==> src/hdl/pxb_bus_seq.sv <==
// Package of shared constants and the external memory cycle sequencer
`timescale 1ns/1ns
`default_nettype none

package pxb_pkg;
  localparam int          PXB_W          = 8;
  localparam int          PXB_AW         = 16;
  localparam logic [7:0]  PXB_DIR_RST    = 8'h00;
  localparam logic [7:0]  PXB_SEL_RST    = 8'h00;
  localparam logic [7:0]  PXB_DATA_RST   = 8'h00;
  localparam logic [7:0]  PXB_ALL_ONES   = 8'hFF;
  localparam int          PXB_C_TXD      = 0;
  localparam int          PXB_C_RXD      = 1;
  localparam int          PXB_C_SCK      = 2;
  localparam int          PXB_C_INT      = 3;
  localparam int          PXB_C_TO       = 4;
  localparam int          PXB_C_CI       = 5;
  localparam int          PXB_C_CO0      = 6;
  localparam int          PXB_C_CO1      = 7;
  localparam int          PXB_CLK_NS     = 100;
  localparam int          PXB_ALE_NS     = 100;
  localparam int          PXB_STB_NS     = 200;
  localparam int          PXB_ALE_CYC    = (PXB_ALE_NS + PXB_CLK_NS - 1) / PXB_CLK_NS;
  localparam int          PXB_STB_CYC    = (PXB_STB_NS + PXB_CLK_NS - 1) / PXB_CLK_NS;
  localparam logic [3:0]  PXB_ALE_LAST   = 4'(PXB_ALE_CYC - 1);
  localparam logic [3:0]  PXB_STB_LAST   = 4'(PXB_STB_CYC - 1);
  localparam logic [3:0]  PXB_CNT_ZERO   = 4'h0;
  typedef enum logic [1:0] {PXB_IDLE, PXB_ADDR, PXB_STRB} pxb_bus_e;
endpackage : pxb_pkg

module pxb_bus_seq (
  input  wire logic                       clk_sys,
  input  wire logic                       reset,
  input  wire logic                       busReq,
  input  wire logic                       busWrite,
  input  wire logic [pxb_pkg::PXB_AW-1:0] busAddr,
  input  wire logic [pxb_pkg::PXB_W-1:0]  busWData,
  input  wire logic [pxb_pkg::PXB_W-1:0]  adIn,
  output logic      [pxb_pkg::PXB_W-1:0]  busRData,
  output logic                            busDone,
  output logic                            busBusy,
  output logic                            ale,
  output logic                            rdN,
  output logic                            wrN,
  output logic      [pxb_pkg::PXB_W-1:0]  lowAdOut,
  output logic                            lowAdOe,
  output logic      [pxb_pkg::PXB_W-1:0]  highAddr
);
  import pxb_pkg::*;

  typedef struct packed {
    pxb_bus_e   st;
    logic [3:0] cnt;
    logic       write;
    logic [7:0] wdata;
    logic       ale;
    logic       rdN;
    logic       wrN;
    logic [7:0] adOut;
    logic       adOe;
    logic [7:0] hi;
    logic [7:0] rdata;
    logic       done;
    logic       busy;
  } pxb_seq_s;

  pxb_seq_s s_q;
  pxb_seq_s s_d;

  // ****************************************
  // Cycle sequencing
  // ****************************************
  always_comb begin
    s_d      = s_q;
    s_d.done = 1'b0;
    case (s_q.st)
      PXB_IDLE: begin
        if (busReq) begin
          s_d.st    = PXB_ADDR;
          s_d.write = busWrite;
          s_d.wdata = busWData;
          s_d.ale   = 1'b1;
          s_d.adOut = busAddr[7:0];
          s_d.adOe  = 1'b1;
          s_d.hi    = busAddr[15:8];
          s_d.cnt   = PXB_ALE_LAST;
          s_d.busy  = 1'b1;
        end
      end
      PXB_ADDR: begin
        if (s_q.cnt == PXB_CNT_ZERO) begin
          s_d.st  = PXB_STRB;
          s_d.ale = 1'b0;
          s_d.cnt = PXB_STB_LAST;
          if (s_q.write) begin
            s_d.adOut = s_q.wdata;
            s_d.wrN   = 1'b0;
          end else begin
            s_d.adOe = 1'b0;
            s_d.rdN  = 1'b0;
          end
        end else begin
          s_d.cnt = s_q.cnt - 4'h1;
        end
      end
      PXB_STRB: begin
        if (s_q.cnt == PXB_CNT_ZERO) begin
          if (!s_q.write) begin
            s_d.rdata = adIn;
          end
          s_d.st   = PXB_IDLE;
          s_d.rdN  = 1'b1;
          s_d.wrN  = 1'b1;
          s_d.adOe = 1'b0;
          s_d.done = 1'b1;
          s_d.busy = 1'b0;
        end else begin
          s_d.cnt = s_q.cnt - 4'h1;
        end
      end
      default: begin
        s_d.st = PXB_IDLE;
      end
    endcase
  end

  always_ff @(posedge clk_sys) begin
    if (reset) begin
      s_q <= '{st: PXB_IDLE, cnt: PXB_CNT_ZERO, write: 1'b0, wdata: PXB_DATA_RST, ale: 1'b0, rdN: 1'b1,
               wrN: 1'b1, adOut: PXB_DATA_RST, adOe: 1'b0, hi: PXB_DATA_RST, rdata: PXB_DATA_RST,
               done: 1'b0, busy: 1'b0};
    end else begin
      s_q <= s_d;
    end
  end

  assign busRData = s_q.rdata;
  assign busDone  = s_q.done;
  assign busBusy  = s_q.busy;
  assign ale      = s_q.ale;
  assign rdN      = s_q.rdN;
  assign wrN      = s_q.wrN;
  assign lowAdOut = s_q.adOut;
  assign lowAdOe  = s_q.adOe;
  assign highAddr = s_q.hi;
endmodule : pxb_bus_seq

`default_nettype wire

==> src/hdl/pxb_port_pins.sv <==
// Port pin multiplexer with external memory bus pins
`timescale 1ns/1ns
`default_nettype none

module pxb_port_pins (
  input  wire logic                       clk_sys,
  input  wire logic                       reset,
  input  wire logic                       resetPinN,
  input  wire logic                       hwStopN,
  input  wire logic [pxb_pkg::PXB_W-1:0]  portADirSel,
  input  wire logic [pxb_pkg::PXB_W-1:0]  portAWrite,
  input  wire logic [pxb_pkg::PXB_W-1:0]  portBDirSel,
  input  wire logic [pxb_pkg::PXB_W-1:0]  portBWrite,
  input  wire logic [pxb_pkg::PXB_W-1:0]  portCDirSel,
  input  wire logic [pxb_pkg::PXB_W-1:0]  portCAltSel,
  input  wire logic [pxb_pkg::PXB_W-1:0]  portCWrite,
  input  wire logic                       portDOutSel,
  input  wire logic [pxb_pkg::PXB_W-1:0]  portDWrite,
  input  wire logic [pxb_pkg::PXB_W-1:0]  portFDirSel,
  input  wire logic [pxb_pkg::PXB_W-1:0]  portFWrite,
  input  wire logic                       extMemSel,
  input  wire logic                       serialClkIntSel,
  input  wire logic                       timerClkSel,
  input  wire logic                       serialTxData,
  input  wire logic                       serialClkOut,
  input  wire logic                       timerSquare,
  input  wire logic                       eventSquareA,
  input  wire logic                       eventSquareB,
  input  wire logic                       busReq,
  input  wire logic                       busWrite,
  input  wire logic [pxb_pkg::PXB_AW-1:0] busAddr,
  input  wire logic [pxb_pkg::PXB_W-1:0]  busWData,
  input  wire logic [pxb_pkg::PXB_W-1:0]  portAPinIn,
  input  wire logic [pxb_pkg::PXB_W-1:0]  portBPinIn,
  input  wire logic [pxb_pkg::PXB_W-1:0]  portCPinIn,
  input  wire logic [pxb_pkg::PXB_W-1:0]  portDPinIn,
  input  wire logic [pxb_pkg::PXB_W-1:0]  portFPinIn,
  output logic      [pxb_pkg::PXB_W-1:0]  portAPinOut,
  output logic      [pxb_pkg::PXB_W-1:0]  portAPinOe,
  output logic      [pxb_pkg::PXB_W-1:0]  portBPinOut,
  output logic      [pxb_pkg::PXB_W-1:0]  portBPinOe,
  output logic      [pxb_pkg::PXB_W-1:0]  portCPinOut,
  output logic      [pxb_pkg::PXB_W-1:0]  portCPinOe,
  output logic      [pxb_pkg::PXB_W-1:0]  portDPinOut,
  output logic      [pxb_pkg::PXB_W-1:0]  portDPinOe,
  output logic      [pxb_pkg::PXB_W-1:0]  portFPinOut,
  output logic      [pxb_pkg::PXB_W-1:0]  portFPinOe,
  output logic                            writeStrobeN,
  output logic                            writeStrobeOe,
  output logic                            readStrobeN,
  output logic                            readStrobeOe,
  output logic                            addrLatch,
  output logic                            addrLatchOe,
  output logic      [pxb_pkg::PXB_W-1:0]  portARead,
  output logic      [pxb_pkg::PXB_W-1:0]  portBRead,
  output logic      [pxb_pkg::PXB_W-1:0]  portCRead,
  output logic      [pxb_pkg::PXB_W-1:0]  portDRead,
  output logic      [pxb_pkg::PXB_W-1:0]  portFRead,
  output logic                            serialRxData,
  output logic                            serialClkIn,
  output logic                            edgeIrqTwo,
  output logic                            edgeIrqTwoLevel,
  output logic                            timerClockInput,
  output logic                            eventCountInput,
  output logic      [pxb_pkg::PXB_W-1:0]  busRData,
  output logic                            busDone,
  output logic                            busBusy
);
  import pxb_pkg::*;

  typedef struct packed {
    logic [7:0] aDir;
    logic [7:0] bDir;
    logic [7:0] cDir;
    logic [7:0] cAlt;
    logic       dOut;
    logic [7:0] fDir;
    logic       extMem;
    logic       sckInt;
    logic       tiSel;
    logic [7:0] aOut;
    logic [7:0] aOe;
    logic [7:0] bOut;
    logic [7:0] bOe;
    logic [7:0] cOut;
    logic [7:0] cOe;
    logic [7:0] dPin;
    logic [7:0] dOe;
    logic [7:0] fPin;
    logic [7:0] fOe;
    logic       wrN;
    logic       rdN;
    logic       ale;
    logic       strobeOe;
    logic [7:0] aRd;
    logic [7:0] bRd;
    logic [7:0] cRd;
    logic [7:0] dRd;
    logic [7:0] fRd;
    logic       rxd;
    logic       sckIn;
    logic       irq;
    logic       irqLvl;
    logic       irqPrev;
    logic       tiIn;
    logic       ciIn;
  } pxb_top_s;

  pxb_top_s s_q;
  pxb_top_s s_d;

  logic [7:0] seqAdOut;
  logic       seqAdOe;
  logic [7:0] seqHigh;
  logic       seqAle;
  logic       seqRdN;
  logic       seqWrN;
  logic       seqBusy;

  // ****************************************
  // Role helpers
  // ****************************************
  function automatic logic [7:0] pxb_pick(input logic [7:0] sel, input logic [7:0] alt, input logic [7:0] dflt);
    logic [7:0] r;
    r = (sel & alt) | (~sel & dflt);
    return r;
  endfunction : pxb_pick

  // ****************************************
  // External memory cycles
  // ****************************************
  pxb_bus_seq u_seq (
    .clk_sys  (clk_sys),
    .reset    (reset),
    .busReq   (busReq & s_q.extMem & ~seqBusy),
    .busWrite (busWrite),
    .busAddr  (busAddr),
    .busWData (busWData),
    .adIn     (portDPinIn),
    .busRData (busRData),
    .busDone  (busDone),
    .busBusy  (seqBusy),
    .ale      (seqAle),
    .rdN      (seqRdN),
    .wrN      (seqWrN),
    .lowAdOut (seqAdOut),
    .lowAdOe  (seqAdOe),
    .highAddr (seqHigh)
  );

  // ****************************************
  // Next state
  // ****************************************
  always_comb begin
    logic [7:0] altOut;
    logic [7:0] altOe;
    altOut = PXB_DATA_RST;
    altOe  = PXB_DIR_RST;
    s_d    = s_q;

    s_d.aDir   = portADirSel;
    s_d.bDir   = portBDirSel;
    s_d.cDir   = portCDirSel;
    s_d.cAlt   = portCAltSel;
    s_d.dOut   = portDOutSel;
    s_d.fDir   = portFDirSel;
    s_d.extMem = extMemSel;
    s_d.sckInt = serialClkIntSel;
    s_d.tiSel  = timerClkSel;

    s_d.aOut = portAWrite;
    s_d.aOe  = s_q.aDir;
    s_d.bOut = portBWrite;
    s_d.bOe  = s_q.bDir;

    // ****************************************
    // Port C alternate roles
    // ****************************************
    altOut[PXB_C_TXD] = serialTxData;
    altOe[PXB_C_TXD]  = 1'b1;
    altOe[PXB_C_RXD]  = 1'b0;
    altOut[PXB_C_SCK] = serialClkOut;
    altOe[PXB_C_SCK]  = s_q.sckInt;
    altOe[PXB_C_INT]  = 1'b0;
    altOut[PXB_C_TO]  = timerSquare;
    altOe[PXB_C_TO]   = 1'b1;
    altOe[PXB_C_CI]   = 1'b0;
    altOut[PXB_C_CO0] = eventSquareA;
    altOe[PXB_C_CO0]  = 1'b1;
    altOut[PXB_C_CO1] = eventSquareB;
    altOe[PXB_C_CO1]  = 1'b1;
    s_d.cOut = pxb_pick(s_q.cAlt, altOut, portCWrite);
    s_d.cOe  = pxb_pick(s_q.cAlt, altOe, s_q.cDir);

    // ****************************************
    // Port D and F roles
    // ****************************************
    if (s_q.extMem) begin
      s_d.dPin = seqAdOut;
      s_d.dOe  = {PXB_W{seqAdOe}};
      s_d.fPin = seqHigh;
      s_d.fOe  = PXB_ALL_ONES;
    end else begin
      s_d.dPin = portDWrite;
      s_d.dOe  = {PXB_W{s_q.dOut}};
      s_d.fPin = portFWrite;
      s_d.fOe  = s_q.fDir;
    end

    s_d.wrN      = seqWrN;
    s_d.rdN      = seqRdN;
    s_d.ale      = seqAle;
    s_d.strobeOe = resetPinN & hwStopN;

    s_d.aRd = portAPinIn;
    s_d.bRd = portBPinIn;
    s_d.cRd = portCPinIn;
    s_d.dRd = portDPinIn;
    s_d.fRd = portFPinIn;

    // ****************************************
    // Peripheral inputs
    // ****************************************
    s_d.irqPrev = portCPinIn[PXB_C_INT];
    s_d.rxd     = 1'b1;
    s_d.sckIn   = 1'b1;
    s_d.irqLvl  = 1'b1;
    s_d.irq     = 1'b0;
    s_d.tiIn    = 1'b0;
    s_d.ciIn    = 1'b0;
    if (s_q.cAlt[PXB_C_RXD]) begin
      s_d.rxd = portCPinIn[PXB_C_RXD];
    end
    if (s_q.cAlt[PXB_C_SCK] && !s_q.sckInt) begin
      s_d.sckIn = portCPinIn[PXB_C_SCK];
    end
    if (s_q.cAlt[PXB_C_INT]) begin
      if (s_q.tiSel) begin
        s_d.tiIn = portCPinIn[PXB_C_INT];
      end else begin
        s_d.irqLvl = portCPinIn[PXB_C_INT];
        s_d.irq    = s_q.irqPrev & ~portCPinIn[PXB_C_INT];
      end
    end
    if (s_q.cAlt[PXB_C_CI]) begin
      s_d.ciIn = portCPinIn[PXB_C_CI];
    end
  end

  // ****************************************
  // State register
  // ****************************************
  always_ff @(posedge clk_sys) begin
    if (reset) begin
      s_q <= '{aDir: PXB_DIR_RST,
               bDir: PXB_DIR_RST,
               cDir: PXB_DIR_RST,
               cAlt: PXB_SEL_RST,
               dOut: 1'b0,
               fDir: PXB_DIR_RST,
               extMem: 1'b0,
               sckInt: 1'b0,
               tiSel: 1'b0,
               aOut: PXB_DATA_RST,
               aOe: PXB_DIR_RST,
               bOut: PXB_DATA_RST,
               bOe: PXB_DIR_RST,
               cOut: PXB_DATA_RST,
               cOe: PXB_DIR_RST,
               dPin: PXB_DATA_RST,
               dOe: PXB_DIR_RST,
               fPin: PXB_DATA_RST,
               fOe: PXB_DIR_RST,
               wrN: 1'b1,
               rdN: 1'b1,
               ale: 1'b0,
               strobeOe: 1'b0,
               aRd: PXB_DATA_RST,
               bRd: PXB_DATA_RST,
               cRd: PXB_DATA_RST,
               dRd: PXB_DATA_RST,
               fRd: PXB_DATA_RST,
               rxd: 1'b1,
               sckIn: 1'b1,
               irq: 1'b0,
               irqLvl: 1'b1,
               irqPrev: 1'b1,
               tiIn: 1'b0,
               ciIn: 1'b0};
    end else begin
      s_q <= s_d;
    end
  end

  // ****************************************
  // Outputs
  // ****************************************
  assign portAPinOut     = s_q.aOut;
  assign portAPinOe      = s_q.aOe;
  assign portBPinOut     = s_q.bOut;
  assign portBPinOe      = s_q.bOe;
  assign portCPinOut     = s_q.cOut;
  assign portCPinOe      = s_q.cOe;
  assign portDPinOut     = s_q.dPin;
  assign portDPinOe      = s_q.dOe;
  assign portFPinOut     = s_q.fPin;
  assign portFPinOe      = s_q.fOe;
  assign writeStrobeN    = s_q.wrN;
  assign writeStrobeOe   = s_q.strobeOe;
  assign readStrobeN     = s_q.rdN;
  assign readStrobeOe    = s_q.strobeOe;
  assign addrLatch       = s_q.ale;
  assign addrLatchOe     = s_q.strobeOe;
  assign portARead       = s_q.aRd;
  assign portBRead       = s_q.bRd;
  assign portCRead       = s_q.cRd;
  assign portDRead       = s_q.dRd;
  assign portFRead       = s_q.fRd;
  assign serialRxData    = s_q.rxd;
  assign serialClkIn     = s_q.sckIn;
  assign edgeIrqTwo      = s_q.irq;
  assign edgeIrqTwoLevel = s_q.irqLvl;
  assign timerClockInput = s_q.tiIn;
  assign eventCountInput = s_q.ciIn;
  assign busBusy         = seqBusy;
endmodule : pxb_port_pins

`default_nettype wire

==> config.mk <==
export PLATFORM = sky130hd
export DESIGN_NAME = pxb_port_pins
export DESIGN_NICKNAME = d
export VERILOG_FILES = /design/src/hdl/pxb_bus_seq.sv /design/src/hdl/pxb_port_pins.sv
export SDC_FILE = /design/constraint.sdc
export NUM_CORES = 1
export LEC_CHECK = 0
export ABC_AREA = 0
export BUFFER_PORTS_ARGS = -buffer_cell sky130_fd_sc_hd__buf_2
export CAP_MARGIN = 20
export CORE_ASPECT_RATIO = 0.8
export CORE_MARGIN = 3
export CORE_UTILIZATION = 52
export DETAILED_ROUTE_END_ITERATION = 8
export PLACE_DENSITY = 0.85
export SLEW_MARGIN = 20
export SYNTH_ARGS = -nofsm -noshare
export SYNTH_HDL_FRONTEND = slang
export SYNTH_SLANG_ARGS = --single-unit
==> constraint.sdc <==
create_clock -name clk_sys -period 4.1 [get_ports clk_sys]
set_clock_uncertainty 0.1 [all_clocks]
set_input_delay 0.41 -clock clk_sys [delete_from_list [all_inputs] [get_ports clk_sys]]
set_output_delay 0.41 -clock clk_sys [all_outputs]
set_load 0.02 [all_outputs]
**Word level (Yosys, flattened, before mapping)**

Cells that the tools add are included.

- Bits in registers: 220
- Bits of input ports: 159
- Word-level logic and storage cells: 122

- Add/sub/neg operators: 1
- Eq/ne operators: 8
- Multiplexer cells: 21
- Bitwise logic cells: 20
- Reduce and logical (&&, ||, !) cells: 24

Operator list:

| kind | count |
|---|---|
| AND 8 bit | 4 |
| 2-to-1 mux 32 bit | 1 |
| 2-to-1 mux 17 bit | 1 |
| 2-to-1 mux 16 bit | 1 |
| bitwise OR 8 bit | 2 |
| case mux 8 bit (2 select lines) | 1 |
| AND reduction 3 bit | 5 |
| 2-to-1 mux 12 bit | 1 |
| case mux 4 bit (3 select lines) | 1 |
| AND reduction 4 bit | 3 |
| 2-to-1 mux 9 bit | 1 |
| inverter 1 bit | 9 |
| 2-to-1 mux 2 bit | 4 |
| 2-to-1 mux 4 bit | 2 |
| != test 2 x 1 -> 1 bit, second input constant | 4 |
| inverter 8 bit | 1 |
| OR reduction 2 bit | 4 |
| case mux 2 bit (3 select lines) | 1 |
| nonzero test 2 bit | 3 |
| OR reduction 3 bit | 2 |
| AND reduction 5 bit | 1 |
| AND 1 bit | 4 |
| zero test 4 bit | 1 |
| != test 2 bit, second input constant | 2 |
| 12 further kinds | 15 |

**Longest topological paths before layout**

- Depth after elaboration: 4
- Gate-level depth with buffers: 8

**Modules after synthesis**

A second synthesis with hierarchy kept.

- Cells, all modules: 765
- Area total of the unflattened synthesis: 7764.9 µm²

Modules (own cells, without submodules):

| module | instances | cells each | area an instance (µm²) |
|---|---|---|---|
| pxb_port_pins | 1 | 519 | 5672.9 |
| pxb_bus_seq | 1 | 246 | 2092.0 |

**Worst setup path after synthesis**

OpenSTA, ideal clock, no wires.

- Path type: register to register
- From: reg u_seq.s_q[39] (netlist name)
- To: reg u_seq.s_q[39] (netlist name)
- Library setup time: 0.067 ns
- Arrival time: 1.721 ns
- Required time: 3.933 ns
- Slack: 2.211 ns
- Stages on the path, launching flop included: 7
- Path buffers: 0
- Clock period less this slack: 1.889 ns
- Cell sequence: dfxtp_1 inv_1 ha_1 nor3b_2 a221o_1 a2111o_1 a21oi_2

- Longest elaborated chain between the ends: 3
- Elaborated cells between the ends (all ways): 7

Ends and longest elaborated chain:

| what | RTL line | source |
|---|---|---|
| start: declaration | pxb_bus_seq.sv:67 | `pxb_seq_s s_q;` |
| start signal: assignment | pxb_bus_seq.sv:129 | `s_q <= '{st: PXB_IDLE, cnt: PXB_CNT_ZERO, write: 1'b0, wdata: PXB_DATA_RST, ale: 1'b0, rdN: 1'b1,` |
| subtractor 4 x 1 -> 4 bit / zero test 4 bit (equally long branches) | - |  |
| 2-to-1 mux 4 bit (tied with other cells) | pxb_bus_seq.sv:107 | `if (s_q.cnt == PXB_CNT_ZERO) begin` |
| case mux 4 bit (3 select lines) / AND reduction 3 bit (equally long branches) | - |  |

Parallel ways exist; a longest one is shown, timed or not. The select of a mux whose other input is x is not followed.
A chain may end at the register's enable or synchronous reset.

**Worst setup path in the final report**

- From: reg u_seq.s_q[43] (netlist name)
- To: reg u_seq.s_q (netlist bit u_seq.busRData[6])

- Longest elaborated chain between the ends: 2

Ends and longest elaborated chain:

| what | RTL line | source |
|---|---|---|
| == test 2 bit | pxb_bus_seq.sv:76 | `case (s_q.st)` |
| AND reduction 3 bit (no source line) | - |  |

Every way passes these cells.

==> metrics.md <==
| Metric | Value |
|---|---|
| Placed insts | `1080` |
| Critical path fanouts, max | `11` |
| Actual slew at the worst max-slew pin | `770 ps` |
| # DRC | `0` |
| TritonCTS buffer count | `21` |
| Vias in the first global route | `4987` |
| Top Ports | `301` |
| Setup total negative slack | `0 ps` |
| Share of layout cells above drive strength 1 | `37.4%` |
| Fin. max-slew vios | `0` |
| Cell row count | `38` |
| GPL Wtd Cong | `0.818` |
| Initial drt markers | `243` |
| Die W | `142 um` |
| Total Wirelength | `16700 um` |
| Clock slew at reported path FFs | `60 ps` |
| Post-synthesis sequential area ratio | `55.7%` |
| Reg-to-reg startpoint | `u_seq.s_q[43]` |
| Hold Worst Slack | `25.0 ps` |
| PortBufs | `300` |
| # diodes | `0` |
| First-pass GRT wire length | `25400 um` |
| Synthesized cell area | `7650 um^2` |
| HP Class | `in -> reg` |
| Dpl ws | `1810 ps` |
| Number of synthesized register bits | `213` |
| Hold Vio Cnt, Final | `0` |
| Clk Latency, worst-skew pair | `490 ps` |
| Gr usage total | `19.4%` |
| Startpoint types | `flip-flop` |
| Clock root buffer | `clkbuf_16` |
| Initial antenna violation count | `2` |
| Critical path launch point | `u_seq.s_q[43]` |
| Commonest non-fill, non-tap cell in the layout | `buf_2` |
| # setup viols final | `0` |
| Congestion Overflow GR | `0` |
| Pin count of the biggest net entering global routing | `111` |
| Initial Util | `54.7%` |
| Wirelength per Cell | `14.9 um` |
| Mapped Nets | `927` |
| Die area | `16200 um^2` |
| Power Dens Cells | `513 nW/um^2` |
| # clock sinks | `213` |
| Yosys warns | `0` |
| Syn_area_per_cell | `10.0 um^2` |
| Vias per cell | `4.71` |
| Unrepaired setup endpoints after global routing | `false` |
| Status | `finished, final reports clean` |
| Worst-case clock buffer depth | `3` |
| H-tree depth | `1` |
| Worst VDD drop | `399 uV` |
| Max Cap Violations | `0` |
| Post-CTS Resized | `0` |
| Critical path required time | `4410 ps` |
| DR vias | `5261` |
| Lkg Pwr | `4.17 nW` |
| Worst rel slew slack | `48.6%` |
| Post-CTS Setup Inserts | `0` |
| CTS tree | `done` |
| Tot Pwr | `4.60 mW` |
| Min-delay src | `portAWrite[4]` |
| Area growth from synthesis to layout | `17.2%` |
| Min Tclk post-route | `2360 ps` |
| Commonest non-fill, non-tap cells in the layout | `buf_2 (299), dfxtp_1 (213), nor2b_1 (117), nor2_1 (64), nand2_1 (49)` |
| Post-Synthesis Cells | `762` |
| Final #Nets | `1088` |
| CP arrival | `2670 ps` |
| Setup CP Type | `reg -> reg` |
| Final Cycle Share | `57.6%` |
| DRT Pass-1 Iters | `4` |
| Worst setup EP type | `flip-flop` |
| Final HPWL DP | `12100 um` |
| Area of the core | `14000 um^2` |
| Final cell count without fillers | `1118` |
| Final worst slack | `1740 ps` |
| Max Fclk | `0.424 GHz` |
| DRT antenna net count | `0` |
| CTS Hold Bufs | `0` |
| Synth cell types | `41` |
| Die height | `114 um` |
[kinds of logic (layout without fill, tap and decap cells)]
| kind of cell | Yosys count | after routing | share of synthesized area [%] |
|---|---|---|---|
| simple gates | 266 | 266 | 18.7 |
| flops | 213 | 213 | 55.7 |
| buf+inv | 174 | 350 | 15.1 |
| compound gates | 80 | 80 | 6.49 |
| mux | 23 | 23 | 3.01 |
| fa+ha+maj | 6 | 6 | 0.981 |
[per-layer routing]
| layer | wire length [um] | share of wire (%) | vias up | global-route usage, % |
|---|---|---|---|---|
| met5 | 13 | 0.078 | - | 0 |
| met4 | 465 | 2.8 | 2 | 6.14 |
| met3 | 1360 | 8.1 | 35 | 5.18 |
| met2 | 8250 | 49 | 194 | 33.8 |
| met1 | 6590 | 40 | 2406 | 23.6 |
| li1 | - | - | 2624 | - |
[worst max-delay path: stages (launching register included)]
cell and delay, ps:
dfxtp_1 330, inv_1 90, ha_1 330, nand4bb_1 510, nor2_1 630, nand2_1 150, a21oi_1 140
[state kept, by name (all words and copies together) (netlist names), 8 cells and up]
| register | cells |
|---|---|
| portBRead | 8 |
| portAPinOe | 8 |
| portFPinOut | 8 |
| u_seq.lowAdOut | 8 |
| portBPinOe | 8 |
| s_d | 16 |
| portCPinOut | 8 |
| u_seq.highAddr | 8 |
| portBPinOut | 8 |
| portARead | 8 |
| portAPinOut | 8 |
| portFPinOe | 8 |
| portFRead | 8 |
| portCPinOe | 8 |
| portDPinOut | 8 |
| s_q | 29 |
| portDRead | 8 |
| u_seq.s_q | 15 |
| portCRead | 8 |
| u_seq.busRData | 8 |
[final timing paths]
| check | to | slack [ps] | depth (start not counted) |
|---|---|---|---|
| worst min-delay path | portAPinOut[4] | 20 | 2 |
| worst max-delay path | u_seq.busRData[6] | 1740 | 6 |
| worst max register to register | u_seq.busRData[6] | 1740 | 6 |
| worst min register to register | edgeIrqTwo | 320 | 2 |
[area by class of cell]
type / instances / area (um^2)
Sequential cell: 213 / 4260
Clock buffer: 28 / 592
Clock inverter: 10 / 91.3
Inverter: 9 / 33.8
Tap cell: 180 / 225
Timing Repair Buffer: 303 / 1530
Multi-Input combinational cell: 375 / 2230
Fill cell: 1116 / 5010
[through the flow]
| stage | utilization (%) | instance area [um^2] |
|---|---|---|
| 3_3_place_gp | 59.3 | 8280 |
| 6_report | 64.2 | 8970 |
| 4_1_cts | 64.2 | 8970 |
| 5_1_grt | 64.2 | 8970 |
| 2_1_floorplan | - | 7650 |
| 3_5_place_dp | 59.3 | 8280 |
[Yosys cell counts (all sizes together)]
cell / count / share of area (%)
nand3b: 1 / 0.26
mux2i: 23 / 3.0
clkbuf: 27 / 1.3
o31ai: 1 / 0.098
a22oi: 9 / 1.1
o21a: 1 / 0.098
o21bai: 1 / 0.098
ha: 6 / 0.98
or4: 1 / 0.098
a21boi: 1 / 0.098
nor2b: 117 / 9.6
nand4bb: 2 / 0.29
a31oi: 2 / 0.16
a221o: 1 / 0.13
o21ai: 13 / 0.85
nor3b: 7 / 0.75
a211oi: 9 / 0.88
nand4b: 1 / 0.20
a21oi: 38 / 2.5
or4b: 1 / 0.13
nor2: 65 / 3.2
nand2b: 5 / 0.41
or3b: 1 / 0.11
nand2: 49 / 2.4
nor3: 5 / 0.33
or3: 3 / 0.25
a21o: 1 / 0.098
dfxtp: 213 / 56
a2111o: 1 / 0.15
inv: 9 / 0.44
and2: 2 / 0.16
buf: 138 / 13
or2: 6 / 0.49
o2bb2ai: 2 / 0.23
[where the power goes]
group	internal (mW)	switching (mW)	leakage (nW)	total (mW)
clock network	1.08	0.779	0.322	1.86
registers	2.19	0.0432	1.76	2.23
logic	0.205	0.299	2.09	0.504
total	3.48	1.12	4.17	4.60
No activity file was read; power rests on OpenSTA's default activity.
